===== config.mk =====
export PLATFORM = sky130hd
export DESIGN_NAME = plt_core
export DESIGN_NICKNAME = d
export VERILOG_FILES = /design/src/core/plt_pkg.sv /design/src/core/plt_core.sv
export SDC_FILE = /design/constraint.sdc
export NUM_CORES = 1
export LEC_CHECK = 0
export BUFFER_PORTS_ARGS = -buffer_cell sky130_fd_sc_hd__clkbuf_2
export CAP_MARGIN = 20
export CORE_MARGIN = 8
export CORE_UTILIZATION = 55
export CTS_CLUSTER_SIZE = 12
export DETAILED_ROUTE_END_ITERATION = 8
export GPL_ROUTABILITY_DRIVEN = 0
export GPL_TIMING_DRIVEN = 1
export HOLD_SLACK_MARGIN = 0.12
export PLACE_DENSITY = 0.86
export RECOVER_POWER = 100
export SLEW_MARGIN = 20
export SYNTH_ARGS = -nofsm -noshare
export SYNTH_HDL_FRONTEND = slang
export SYNTH_SLANG_ARGS = --single-unit

===== constraint.sdc =====
create_clock -name sys_clk_i -period 4.4 [get_ports sys_clk_i]
set_clock_uncertainty 0.1 [all_clocks]
set_input_delay 0.44 -clock sys_clk_i [delete_from_list [all_inputs] [get_ports sys_clk_i]]
set_output_delay 0.44 -clock sys_clk_i [all_outputs]
set_load 0.03 [all_outputs]

===== src/core/plt_pkg.sv =====
// Behaviour
// - carrier sense within 17.5 bit times
// - each burst pulse lasts 100 ns
// - clock pulses 125 us apart, 111..139
// - one-bit data pulse 62.5 us after clock
// - burst holds 17 to 33 pulses
// - burst spans 2 ms first to last
// - bursts start 8 to 24 ms apart
// - same limits for sent and received bursts; receive checks the 111..139 clock gap, the 17 to 33 pulse count and 16 bits per burst
// - signal detect asserts within 1 ms
// - signal detect drops within 300 us
// - latch straps 3 us after reset release
// - straps become outputs 50 ns later
// - loopback receive dead time up to 550 us
// - loopback keeps transmit outputs inactive
// - loopback transmit enable bit drives outputs
// - isolate clear reaches normal in 100 us
// - reset release reaches normal in 500 us
package plt_pkg;
  localparam int unsigned CLK_NS        = 50;      // reference clock period
  localparam int unsigned PULSE_NS      = 100;     // pulse width
  localparam int unsigned CLK_GAP_NS    = 125000;  // clock to clock pulse
  localparam int unsigned DATA_GAP_NS   = 62500;   // clock to data pulse
  localparam int unsigned CLK_MIN_NS    = 111000;  // shortest accepted gap
  localparam int unsigned CLK_MAX_NS    = 139000;  // longest accepted gap
  localparam int unsigned BURST_GAP_NS  = 16000000; // burst start spacing
  localparam int unsigned SD_ON_NS      = 500000;  // sd qualify, under 1 ms
  localparam int unsigned SD_OFF_NS     = 200000;  // sd drop, under 300 us
  localparam int unsigned STRAP_NS      = 3000;    // strap latch delay
  localparam int unsigned DRV_NS        = 50;      // strap to driver delay
  localparam int unsigned ISO_NS        = 50000;   // isolate exit, under 100 us
  localparam int unsigned RST_ISO_NS    = 400000;  // reset to normal, under 500 us
  localparam int unsigned DEAD_NS       = 550000;  // loopback dead time
  localparam int unsigned PULSE_CYC     = (PULSE_NS + CLK_NS - 1) / CLK_NS;
  localparam int unsigned CLK_GAP_CYC   = CLK_GAP_NS / CLK_NS;
  localparam int unsigned DATA_GAP_CYC  = DATA_GAP_NS / CLK_NS;
  localparam int unsigned CLK_MIN_CYC   = CLK_MIN_NS / CLK_NS;
  localparam int unsigned CLK_MAX_CYC   = CLK_MAX_NS / CLK_NS;
  localparam int unsigned BURST_GAP_CYC = BURST_GAP_NS / CLK_NS;
  localparam int unsigned SD_ON_CYC     = SD_ON_NS / CLK_NS;
  localparam int unsigned SD_OFF_CYC    = SD_OFF_NS / CLK_NS;
  localparam int unsigned STRAP_CYC     = (STRAP_NS + CLK_NS - 1) / CLK_NS;
  localparam int unsigned DRV_CYC       = (DRV_NS + CLK_NS - 1) / CLK_NS;
  localparam int unsigned ISO_CYC       = ISO_NS / CLK_NS;
  localparam int unsigned RST_ISO_CYC   = RST_ISO_NS / CLK_NS;
  localparam int unsigned DEAD_CYC      = DEAD_NS / CLK_NS;
  localparam int unsigned BITS          = 16;      // data bits per burst
  localparam int unsigned MIN_PULSES    = 17;
  localparam int unsigned MAX_PULSES    = 33;
  localparam int unsigned STRAPS        = 8;       // strap pin count
  localparam int unsigned LBK_XMT_BIT   = 0;       // loopback control bit
  localparam int unsigned ISO_BIT       = 10;      // isolate control bit
  localparam int unsigned CRS_CYC       = 1;       // carrier sense latency
  localparam logic [STRAPS-1:0] STRAP_RST = 8'h00;
  typedef enum logic [1:0] {
    PLT_TX_IDLE = 2'b00,
    PLT_TX_CLK  = 2'b01,
    PLT_TX_DATA = 2'b11
  } plt_tx_e;
endpackage : plt_pkg


===== src/core/plt_core.sv =====
`timescale 1ns/100ps
module plt_core #(
  parameter int unsigned BURST_GAP_CYC = plt_pkg::BURST_GAP_CYC,
  parameter int unsigned SD_ON_CYC     = plt_pkg::SD_ON_CYC,
  parameter int unsigned DEAD_CYC      = plt_pkg::DEAD_CYC,
  parameter int unsigned RST_ISO_CYC   = plt_pkg::RST_ISO_CYC,
  parameter int unsigned SD_OFF_CYC    = plt_pkg::SD_OFF_CYC,
  parameter int unsigned ISO_CYC       = plt_pkg::ISO_CYC
) (
  input  wire logic                       sys_clk_i,
  input  wire logic                       rst_b_i,
  input  wire logic                       soft_reset_i,
  input  wire logic                       flp_enable_i,
  input  wire logic [plt_pkg::BITS-1:0]   tx_word_i,
  input  wire logic                       rx_pulse_i,
  input  wire logic                       receive_pair_input_i,
  input  wire logic                       ssd_detect_i,
  input  wire logic                       loopback_i,
  input  wire logic [15:0]                loopback_control_register_i,
  input  wire logic [15:0]                basic_mode_control_register_i,
  input  wire logic [plt_pkg::STRAPS-1:0] strap_i,
  output logic                            tp_pulse_o,
  output logic                            twisted_pair_transmit_outputs_o,
  output logic [plt_pkg::BITS-1:0]        rx_word_o,
  output logic                            rx_word_valid_o,
  output logic                            rx_burst_err_o,
  output logic                            signal_detect_internal_o,
  output logic                            carrier_sense_o,
  output logic                            rx_data_gate_o,
  output logic [plt_pkg::STRAPS-1:0]      strap_latched_o,
  output logic                            strap_oe_b_o,
  output logic                            isolate_o
);
  import plt_pkg::*;

  // whole module state
  typedef struct packed {
    plt_tx_e           tx_st;      // burst transmit state
    logic [23:0]       tx_cnt;     // slot timer
    logic [23:0]       gap_cnt;    // burst spacing timer
    logic [4:0]        tx_bit;     // bit slot index
    logic [BITS-1:0]   tx_sh;      // bits being sent
    logic [1:0]        pw_cnt;     // pulse width timer
    logic              pulse;      // pulse on line
    logic              rx_prev;    // last received pulse level
    logic [12:0]       rx_cnt;     // time since last clock pulse
    logic              rx_data;    // data pulse seen in slot
    logic              rx_act;     // burst in progress
    logic [5:0]        rx_np;      // pulses counted
    logic [4:0]        rx_nb;      // bits counted
    logic [BITS-1:0]   rx_sh;      // bits received
    logic [BITS-1:0]   rx_word;    // completed word
    logic              rx_val;     // word strobe
    logic              rx_err;     // burst error strobe
    logic [23:0]       sd_cnt;     // signal detect filter
    logic              sd;         // signal detect
    logic              crs;        // carrier sense
    logic              soft_prev;  // last soft reset level
    logic [23:0]       rst_cnt;    // time since reset release
    logic              strap_done; // straps latched
    logic [STRAPS-1:0] straps;     // latched strap values
    logic              strap_oe_b; // strap driver enable, low drives
    logic              iso;        // isolate mode
    logic [23:0]       iso_cnt;    // isolate exit timer
    logic [23:0]       dead_cnt;   // loopback dead timer
    logic              lbk_prev;   // last loopback level
    logic              gate;       // receive data allowed
    logic              tp_en;      // transmit outputs enabled
  } plt_state_s;

  plt_state_s st;       // registered state
  plt_state_s next_st;  // next state

  // saturating 24-bit increment
  function automatic logic [23:0] sat_inc(input logic [23:0] v);
    sat_inc = (v == 24'hffffff) ? v : v + 24'h000001;
  endfunction : sat_inc

  // all next-state logic
  always_comb begin
    next_st = st;
    next_st.rx_val = 1'b0;
    next_st.rx_err = 1'b0;
    next_st.soft_prev = soft_reset_i;
    next_st.lbk_prev = loopback_i;

    // pulse width stretch
    if (st.pw_cnt != 2'h0) begin
      next_st.pw_cnt = st.pw_cnt - 2'h1;
    end else begin
      next_st.pulse = 1'b0;
    end

    // burst spacing timer, fixed 16 ms start to start
    next_st.gap_cnt = sat_inc(st.gap_cnt);
    unique case (st.tx_st)
      PLT_TX_IDLE: begin
        if (flp_enable_i && st.gap_cnt >= 24'(BURST_GAP_CYC - 1)) begin
          next_st.gap_cnt = 24'h0;
          next_st.tx_st = PLT_TX_CLK;
          next_st.tx_sh = tx_word_i;
          next_st.tx_bit = 5'h0;
          next_st.tx_cnt = 24'h0;
          next_st.pulse = 1'b1;  // first clock pulse
          next_st.pw_cnt = 2'(PULSE_CYC - 1);
        end
      end
      PLT_TX_CLK: begin
        next_st.tx_cnt = st.tx_cnt + 24'h1;
        // one bit sends data pulse mid slot, zero omits it
        if (st.tx_cnt == 24'(DATA_GAP_CYC - 1)) begin
          next_st.tx_st = PLT_TX_DATA;
          if (st.tx_sh[0]) begin
            next_st.pulse = 1'b1;
            next_st.pw_cnt = 2'(PULSE_CYC - 1);
          end
        end
      end
      PLT_TX_DATA: begin
        next_st.tx_cnt = st.tx_cnt + 24'h1;
        // next clock pulse 125 us after last
        if (st.tx_cnt == 24'(CLK_GAP_CYC - 1)) begin
          next_st.tx_cnt = 24'h0;
          next_st.tx_sh = st.tx_sh >> 1;
          next_st.tx_bit = st.tx_bit + 5'h1;
          // 17 clock pulses plus up to 16 data, 2 ms span
          next_st.pulse = 1'b1;
          next_st.pw_cnt = 2'(PULSE_CYC - 1);
          next_st.tx_st = (st.tx_bit == 5'(BITS - 1)) ? PLT_TX_IDLE : PLT_TX_CLK;
        end
      end
      default: next_st.tx_st = PLT_TX_IDLE;
    endcase

    // receive checker on rising pulse edges
    next_st.rx_prev = rx_pulse_i;
    if (st.rx_act && st.rx_cnt != 13'h1fff) begin
      next_st.rx_cnt = st.rx_cnt + 13'h1;
    end
    if (rx_pulse_i && !st.rx_prev) begin
      if (!st.rx_act) begin
        next_st.rx_act = 1'b1;
        next_st.rx_cnt = 13'h0;
        next_st.rx_np = 6'h1;
        next_st.rx_nb = 5'h0;
        next_st.rx_data = 1'b0;
      end else if (st.rx_cnt < 13'(CLK_MIN_CYC) && !st.rx_data) begin
        // pulse inside slot is a one
        next_st.rx_data = 1'b1;
        next_st.rx_np = st.rx_np + 6'h1;
      end else if (st.rx_cnt >= 13'(CLK_MIN_CYC) && st.rx_cnt <= 13'(CLK_MAX_CYC)) begin
        // new clock pulse closes slot
        next_st.rx_sh = {st.rx_data, st.rx_sh[BITS-1:1]};
        next_st.rx_nb = st.rx_nb + 5'h1;
        next_st.rx_np = st.rx_np + 6'h1;
        next_st.rx_cnt = 13'h0;
        next_st.rx_data = 1'b0;
      end else begin
        next_st.rx_err = 1'b1;
        next_st.rx_act = 1'b0;
      end
    end else if (st.rx_act && st.rx_cnt > 13'(CLK_MAX_CYC)) begin
      // burst ended, check pulse count
      next_st.rx_act = 1'b0;
      if (st.rx_np >= 6'(MIN_PULSES) && st.rx_np <= 6'(MAX_PULSES)
          && st.rx_nb == 5'(BITS)) begin
        next_st.rx_word = st.rx_sh;
        next_st.rx_val = 1'b1;
      end else begin
        next_st.rx_err = 1'b1;
      end
    end

    // signal detect qualify and drop
    if (receive_pair_input_i != st.sd) begin
      next_st.sd_cnt = sat_inc(st.sd_cnt);
      if (receive_pair_input_i && st.sd_cnt >= 24'(SD_ON_CYC - 1)) begin
        next_st.sd = 1'b1;
        next_st.sd_cnt = 24'h0;
      end
      if (!receive_pair_input_i && st.sd_cnt >= 24'(SD_OFF_CYC - 1)) begin
        next_st.sd = 1'b0;
        next_st.sd_cnt = 24'h0;
      end
    end else begin
      next_st.sd_cnt = 24'h0;
    end
    // carrier sense one cycle after start delimiter
    next_st.crs = st.sd & ssd_detect_i;

    // soft reset restarts strap and isolate sequence
    if (soft_reset_i) begin
      next_st.rst_cnt = 24'h0;
      next_st.strap_done = 1'b0;
      next_st.strap_oe_b = 1'b1;
      next_st.iso = 1'b1;
    end else begin
      next_st.rst_cnt = sat_inc(st.rst_cnt);
      // latch straps 3 us after release
      if (st.rst_cnt == 24'(STRAP_CYC - 1)) begin
        next_st.straps = strap_i;
        next_st.strap_done = 1'b1;
      end
      // turn strap pins into drivers 50 ns later
      if (st.rst_cnt == 24'(STRAP_CYC + DRV_CYC - 1)) begin
        next_st.strap_oe_b = 1'b0;
      end
      // leave isolate after reset
      if (st.rst_cnt == 24'(RST_ISO_CYC - 1)) begin
        next_st.iso = basic_mode_control_register_i[ISO_BIT];
      end
    end

    // isolate bit cleared, normal within 100 us
    if (basic_mode_control_register_i[ISO_BIT]) begin
      next_st.iso_cnt = 24'h0;
      if (st.rst_cnt >= 24'(RST_ISO_CYC)) begin
        next_st.iso = 1'b1;
      end
    end else if (st.iso && st.rst_cnt >= 24'(RST_ISO_CYC)) begin
      next_st.iso_cnt = sat_inc(st.iso_cnt);
      if (st.iso_cnt >= 24'(ISO_CYC - 1)) begin
        next_st.iso = 1'b0;
      end
    end

    // loopback dead time on entry
    if (loopback_i && !st.lbk_prev) begin
      next_st.dead_cnt = 24'h0;
      next_st.gate = 1'b0;
    end else if (loopback_i && !st.gate) begin
      next_st.dead_cnt = sat_inc(st.dead_cnt);
      next_st.gate = (st.dead_cnt >= 24'(DEAD_CYC - 1));
    end else if (!loopback_i) begin
      next_st.gate = 1'b1;
    end

    // transmit outputs quiet in loopback unless enabled
    next_st.tp_en = !loopback_i || loopback_control_register_i[LBK_XMT_BIT];
  end

  // state register
  always_ff @(posedge sys_clk_i or negedge rst_b_i) begin
    if (!rst_b_i) begin
      st <= '0;
      st.tx_st <= PLT_TX_IDLE;
      st.straps <= STRAP_RST;
      st.strap_oe_b <= 1'b1;
      st.iso <= 1'b1;
      st.gate <= 1'b1;
      st.tp_en <= 1'b1;
    end else begin
      st <= next_st;
    end
  end

  // outputs straight from flops
  always_ff @(posedge sys_clk_i or negedge rst_b_i) begin
    if (!rst_b_i) begin
      tp_pulse_o <= 1'b0;
      twisted_pair_transmit_outputs_o <= 1'b0;
      rx_word_o <= '0;
      rx_word_valid_o <= 1'b0;
      rx_burst_err_o <= 1'b0;
      signal_detect_internal_o <= 1'b0;
      carrier_sense_o <= 1'b0;
      rx_data_gate_o <= 1'b1;
      strap_latched_o <= STRAP_RST;
      strap_oe_b_o <= 1'b1;
      isolate_o <= 1'b1;
    end else begin
      tp_pulse_o <= next_st.pulse;
      twisted_pair_transmit_outputs_o <= next_st.pulse & next_st.tp_en;
      rx_word_o <= next_st.rx_word;
      rx_word_valid_o <= next_st.rx_val;
      rx_burst_err_o <= next_st.rx_err;
      signal_detect_internal_o <= next_st.sd;
      carrier_sense_o <= next_st.crs;
      rx_data_gate_o <= next_st.gate;
      strap_latched_o <= next_st.straps;
      strap_oe_b_o <= next_st.strap_oe_b;
      isolate_o <= next_st.iso;
    end
  end
endmodule : plt_core


==> results of run 1 <==
critical path: stages, from the launching register on:
cell	delay [ns]
dfrtp_1	0.50
or4_1	0.58
or3_1	0.38
a32o_1	0.36
nor3_2	1.06
mux2_2	0.44
registers in the layout, indices dropped and copies added (netlist names):
name / cells
strap_oe_b_o: 1
rx_burst_err_o: 1
st: 213
rx_data_gate_o: 1
carrier_sense_o: 1
strap_latched_o: 8
rx_word_valid_o: 1
rx_word_o: 16
tp_pulse_o: 1
twisted_pair_transmit_outputs_o: 1
signal_detect_internal_o: 1
isolate_o: 1
placed cells by master, fill, tap and decap left out, types with 8 or more instances in the layout:
| cell | n |
|---|---|
| dfrtp_1 | 243 |
| a41oi_1 | 10 |
| o31ai_1 | 22 |
| conb_1 | 10 |
| inv_1 | 27 |
| clkbuf_1 | 45 |
| xnor2_1 | 29 |
| and4_1 | 21 |
| a211oi_1 | 8 |
| o32a_1 | 16 |
| o211ai_1 | 13 |
| o21ai_0 | 33 |
| a31oi_1 | 36 |
| nand4_1 | 35 |
| nor4_1 | 25 |
| and2_1 | 9 |
| or4_1 | 24 |
| or3_1 | 31 |
| a211o_1 | 8 |
| ha_1 | 17 |
| a21o_1 | 8 |
| nor2_1 | 113 |
| dlygate4sd3_1 | 14 |
| xor2_1 | 27 |
| mux2_2 | 44 |
| nand2_1 | 75 |
| nand2b_1 | 8 |
| clkbuf_16 | 27 |
| nor3_1 | 32 |
| nor3b_1 | 17 |
| mux2i_1 | 9 |
| clkbuf_2 | 33 |
| a21oi_1 | 66 |
| and3_1 | 36 |
| nand3_1 | 72 |
| o22a_1 | 15 |
power breakdown:
part	internal (uW)	switching (uW)	leakage (uW)
Combinational	304	349	0.00242
Clock	1330	887	0.000423
Sequential	2470	266	0.00325
Total	4110	1500	0.00609
cells by family (layout without fill, tap and decap cells):
kind of cell             count (synthesis)  count (layout)  share of synthesized area
flip-flops                             246             246                      0.474
other                                    1              10                   0.000288
AND/OR/NAND/NOR                        524             524                      0.219
adder cells (fa/ha/maj)                 17              17                     0.0164
buffers and inverters                  119             165                     0.0439
XOR/XNOR                                56              56                     0.0377
AO/OA/AOI/OAI                          293             293                      0.162
multiplexers                            55              55                     0.0468
metrics by stage:
stage / instance area [um^2] / instances / hold WS (ns) / setup WS, ns
floorplan: 13000 / 1320 / 0.0444 / 1.74
global placement: 13400 / 1624 / 0.354 / 1.31
detailed placement: 13400 / 1624 / 0.369 / 1.25
CTS: 14400 / 1685 / 0.197 / 1.23
global route: 14300 / 1685 / 0.216 / 0.559
finish: 14300 / 1685 / 0.214 / 0.870
worst max-delay path by stage:
stage,from,depth (start not counted),endpoint,slack (ns)
global placement,st[172],5,st[139],1.31
global route,rst_b_i,3,st[167],0.56
finish,st[172],5,st[136],0.87
floorplan,st[170],7,st[136],1.74
detailed placement,st[172],5,st[139],1.25
CTS,st[172],5,st[136],1.23
timing repair:
item | in CTS | in global routing
hold buffers | 14 | 0
setup endpoints to repair | 0 | 0
endpoints found under the hold margin | 99 | 0
buffers inserted | 0 | 0
final cells by class:
class                      count  area (um^2)
multi-input combinational    955         6270
sequential                   246         6160
timing repair buffer          91          509
inverter                      27          101
clock inverter                10          131
fill                        1905         9030
clock buffer                  37          733
tap                          319          399
metal layers:
layer | GRT usage | vias to the layer above | share of wire | wire (um)
met3 | 0.0298 | 47 | 0.050 | 1420
li1 | - | 4990 | - | -
met1 | 0.261 | 5147 | 0.44 | 12500
met5 | 0 | - | 0 | 0
met2 | 0.321 | 282 | 0.49 | 13600
met4 | 0.0539 | 0 | 0.020 | 574
==> summary.md, run 1 <==
| Metric | Value |
|---|---|
| CTS tree | built |
| HP Class | input pin to flop |
| Yosys top cell by area | dfrtp_1 |
| Antenna violations before repair | 0 |
| Critical setup path kind | flop to flop |
| Die Wd | 170 um |
| IO Pins | 97 |
| Worst-path clk slew | 0.06 ns |
| #FFs+latches synth | 246 |
| Number of global-route vias before repair | 10000 |
| Initial Utilization | 0.557 |
| Clock sinks | 246 |
| Count leader, synth | dfrtp_1 |
| Row count | 56 |
| Mapped Cells | 1311 |
| Number of DRC markers in iteration 0 | 892 |
| Worst skew pair latency | 0.53 ns |
| Vias per inst | 6.21 |
| GR Overflow Total | 0 |
| DRT antenna net count | 0 |
| Synth top area cells | dfrtp_1 (47%), mux2_2 (4.0%), nor2_1 (3.3%), nand3_1 (2.8%), a21oi_1 (2.5%) |
| Data required, critical path | 4.71 ns |
| Final net count | 1429 |
| Min-delay src | tx_word_i[12] |
| Routed vias | 10500 |
| CTS Root Cell | clkbuf_16 |
| Final cycle utilization of the critical path | 0.802 |
| Failing checks | max-capacitance violations, max-slew violations |
| Ratio of cells with drive above 1 in the final layout | 0.102 |
| R2R Path End | st[136] |
| R2r startpoint | st[172] |
| Setup TNS | 0 ns |
| Tightest Pin Transition | 2.25 ns |
| Slew margin rel. | -0.503 |
| Critical Path Source Type | flop |
| Seq/Total Area, Yosys | 0.474 |
| CTS resizes | 0 |
| Final setup viols | 0 |
| Status | finished with violations |
| GRT Overall Usage | 0.194 |
| DP HPWL | 18000 um |
| Htree depth | 1 |
| Post-synth ARST share | 1.00 |
| DRC | 0 |
| Arr. time, crit path | 3.84 ns |
| Top cell type's share of synthesized area | 0.468 |
| Port bufs | 66 |
| Final WL | 28100 um |
| Core ar. | 23300 um^2 |
| Worst r2r path cells | 5 |
| Synth Flop Type | dfrtp_1 |
| Post-synthesis area per instance | 9.92 um^2 |
| Largest net degree at the start of global routing | 91 |
| Ant diodes | 0 |
| Worst Hold Depth | 3 |
| Layout area overhead | 10.0% |
| Worst vdd ir | 0.269 mV |
| Die height | 170 um |
| Final min period | 3.53 ns |
| Highest net fanout along the worst path | 16 |
| DR pass1 iterations | 7 |
| Synthesized area | 13000 um^2 |
| RSZ-0062 raised after global routing | no |
| Max_cap viols | 2 |
| Final Core Density | 0.613 |
| Post-synth EDFFs | 0 |
| YS warnings | 0 |
| Synth cell types | 75 |
| Lkg Pwr | 0.00609 uW |
| Longest Clk Path Bufs | 3 |
| First-pass GRT wire length | 48000 um |
| DIE AREA | 28800 um^2 |
| WL/cell | 16.7 um |
| Top cells by count, synth | dfrtp_1 (243), nor2_1 (113), nand2_1 (75), nand3_1 (72), a21oi_1 (66) |
| Worst setup EP type | flop |
| Final-report hold violation count | 0 |
| Max Freq | 283 MHz |
| Worst Hold Endpoint | st[189] |
| Total power | 5610 uW |
| Pwr dens | 392 nW/um^2 |
| Max-slew violation count | 109 |
| CTS Buf Count | 27 |
| Register-to-register setup slack | 0.87 ns |
Note: power is estimated with default switching activity, not from simulation.
==> run 2: changes to the inputs <==
--- a/config.mk
+++ b/config.mk
@@ -14,7 +14,7 @@
 export GPL_ROUTABILITY_DRIVEN = 0
 export GPL_TIMING_DRIVEN = 1
 export HOLD_SLACK_MARGIN = 0.12
-export PLACE_DENSITY = 0.86
+export PLACE_DENSITY = 0.89
 export RECOVER_POWER = 100
 export SLEW_MARGIN = 20
 export SYNTH_ARGS = -nofsm -noshare
==> constraint.sdc (replaced) <==
create_clock -name sys_clk_i -period 2.85 [get_ports sys_clk_i]
set_clock_uncertainty 0.1 [all_clocks]
set_input_delay 0.285 -clock sys_clk_i [delete_from_list [all_inputs] [get_ports sys_clk_i]]
set_output_delay 0.285 -clock sys_clk_i [all_outputs]
set_load 0.03 [all_outputs]
==> summary.md, run 2 (synthesis gave the netlist of run 1 again) <==
| Metric | Value |
|---|---|
| Core ar. | 23300 um^2 (unchanged) |
| Routed vias | 10800 (+3.2%) |
| Tightest Pin Transition | 2.09 ns (-0.168 ns) |
| Final WL | 29600 um (+5.4%) |
| Crit-path cells | or4_1, a211o_1, o41ai_4, buf_12, o21bai_4, a31oi_1 |
| Lkg Pwr | 0.00627 uW (+2.9%) |
| IO Pins | 97 (unchanged) |
| Total power | 8610 uW (+53%) |
| CP max-delay cell | or4_1 |
| Final cycle utilization of the critical path | 0.971 (+0.169) |
| WP buf/inv | 1 (+1) |
| RSZ-0062 raised after global routing | no |
| Max Freq | 361 MHz (+28%) |
| Vias per inst | 6.22 (+0.15%) |
| Max_cap viols | 1 (-1) |
| Final net count | 1482 (+3.7%) |
| Initial Utilization | 0.557 (unchanged) |
| Largest regs | st (213), rx_word_o (16), strap_latched_o (8) |
| Largest net degree at the start of global routing | 91 (unchanged) |
| Placed cell areas | 13700 um^2 (+2.2%) |
| DRT antenna net count | 0 (unchanged) |
| Slew margin rel. | -0.391 (+0.112) |
| CTS Root Cell | clkbuf_16 |
| CTS resizes | 0 (unchanged) |
| Layout area overhead | 13.1% |
| DP HPWL | 19600 um (+9.3%) |
| Max-slew violation count | 90 (-17%) |
| DIE AREA | 28800 um^2 (unchanged) |
| CP delay by family, top | compound AO/OA/AOI/OAI gates |
| Ant diodes | 0 (unchanged) |
| Worst-path clk slew | 0.06 ns (about the same) |
| CTS tree | built |
| Max FFs per register | 213 (unchanged) |
| Final-report hold violation count | 0 (unchanged) |
| Most common cell after layout, fill and taps aside | dfrtp_1 |
| CTS Buf Count | 27 (unchanged) |
| Htree depth | 1 (unchanged) |
| Pwr dens | 586 nW/um^2 (+49%) |
| Data required, critical path | 3.19 ns (-1.52 ns) |
| Final min period | 2.77 ns (-0.763 ns) |
| DR pass1 iterations | 5 (-2) |
| Longest Clk Path Bufs | 3 (unchanged) |
| Most frequent cells in the layout | dfrtp_1 (243), nor2_1 (113), nand2_1 (75) |
| HP Class | input pin to flop |
| Failing checks | max-capacitance violations, max-slew violations |
| GR Overflow Total | 0 (unchanged) |
| Post-route cell area | 14700 um^2 (+2.8%) |
| Clock sinks | 246 (unchanged) |
| First-pass GRT wire length | 51000 um (+6.4%) |
| Setup TNS | 0 ns (unchanged) |
| Worst setup EP type | flop |
| GRT Overall Usage | 0.206 (+0.0126) |
| Highest net fanout along the worst path | 33 (+17) |
| Final setup viols | 0 (unchanged) |
| WL/cell | 17.0 um (+2.2%) |
| Port bufs | 66 (unchanged) |
| Antenna violations before repair | 0 (unchanged) |
| Status | finished with violations |
| Die Wd | 170 um (unchanged) |
| Critical Path Source Type | flop |
| Number of DRC markers in iteration 0 | 962 (+7.8%) |
| Critical setup path kind | flop to flop |
| Post-CTS Setup Inserts | 0 (unchanged) |
| Reg with most FFs | st |
| Max stage delay on crit path | 0.55 ns (-0.51 ns) |
| Arr. time, crit path | 3.10 ns (-0.74 ns) |
| Worst skew pair latency | 0.53 ns (about the same) |
| Die height | 170 um (unchanged) |
| Ratio of cells with drive above 1 in the final layout | 0.119 (+0.0167) |
| Row count | 56 (unchanged) |
| Number of global-route vias before repair | 10500 (+5.1%) |
| DRC | 0 (unchanged) |
| Worst vdd ir | 0.386 mV (+43%) |
==> run 2: cell count changes in the layout (fill, tap and decap cells not counted), sizes merged <==
cell         change
clkinv           -1
clkinvlp         +1
inv              -1
bufinv           -2
clkbuf          +16
dlygate4sd3     +17
buf             +22
==> run 2: per-layer routing <==
metal	up-vias	GRT usage	share of wire
li1	5098	-	-
met1	5329	0.263	0.43
met2	319	0.356	0.50
met3	59	0.0286	0.047
met4	0	0.0712	0.026
met5	-	0	0
==> run 2: area by class of cell <==
| cell class | count | area, um^2 |
|---|---|---|
| fillers | 1841 | 8630 |
| clock buffers | 39 | 761 |
| repair buffers | 144 | 913 |
| well taps | 319 | 399 |
| flip-flops and latches | 246 | 6160 |
| inverters | 27 | 101 |
| clock inverters | 7 | 65.1 |
| multi-input cells | 955 | 6300 |
==> run 2: power by group <==
part / leakage [uW] / internal (uW) / switching [uW]
combinational: 0.00262 / 511 / 600
clock: 0.000401 / 1930 / 1360
sequential: 0.00325 / 3810 / 397
==> run 2: worst paths after layout <==
kind                                                        start             end  slack, ns  cells past startpoint
min in group asynchronous                                 rst_b_i          st[47]       0.78                      2
max in group asynchronous                                 rst_b_i  rx_data_gate_o       0.41                      3
worst max-delay path                                      st[210]         st[227]       0.08                      6
worst min-delay path            basic_mode_control_register_i[10]          st[39]       0.26                      2
worst max register to register                            st[210]         st[227]       0.08                      6
worst min register to register                             st[89]          st[89]       0.37                      1
==> run 2: what timing repair did <==
| item | in CTS | in global routing |
|---|---|---|
| setup endpoints to repair | 0 | 0 |
| hold buffers | 31 | 0 |
| hold endpoints to repair | 117 | 0 |
==> run 2: per-stage QoR <==
step / setup slack (ns) / util / hold WS [ns] / instances
5_1_grt: 0.00418 / 0.630 / 0.295 / 1737
2_1_floorplan: 0.186 / - / -0.111 / 1320
3_5_place_dp: 0.0836 / 0.587 / 0.249 / 1660
4_1_cts: 0.0804 / 0.636 / 0.232 / 1737
3_3_place_gp: 0.196 / 0.587 / 0.249 / 1659
6_report: 0.0829 / 0.630 / 0.256 / 1737
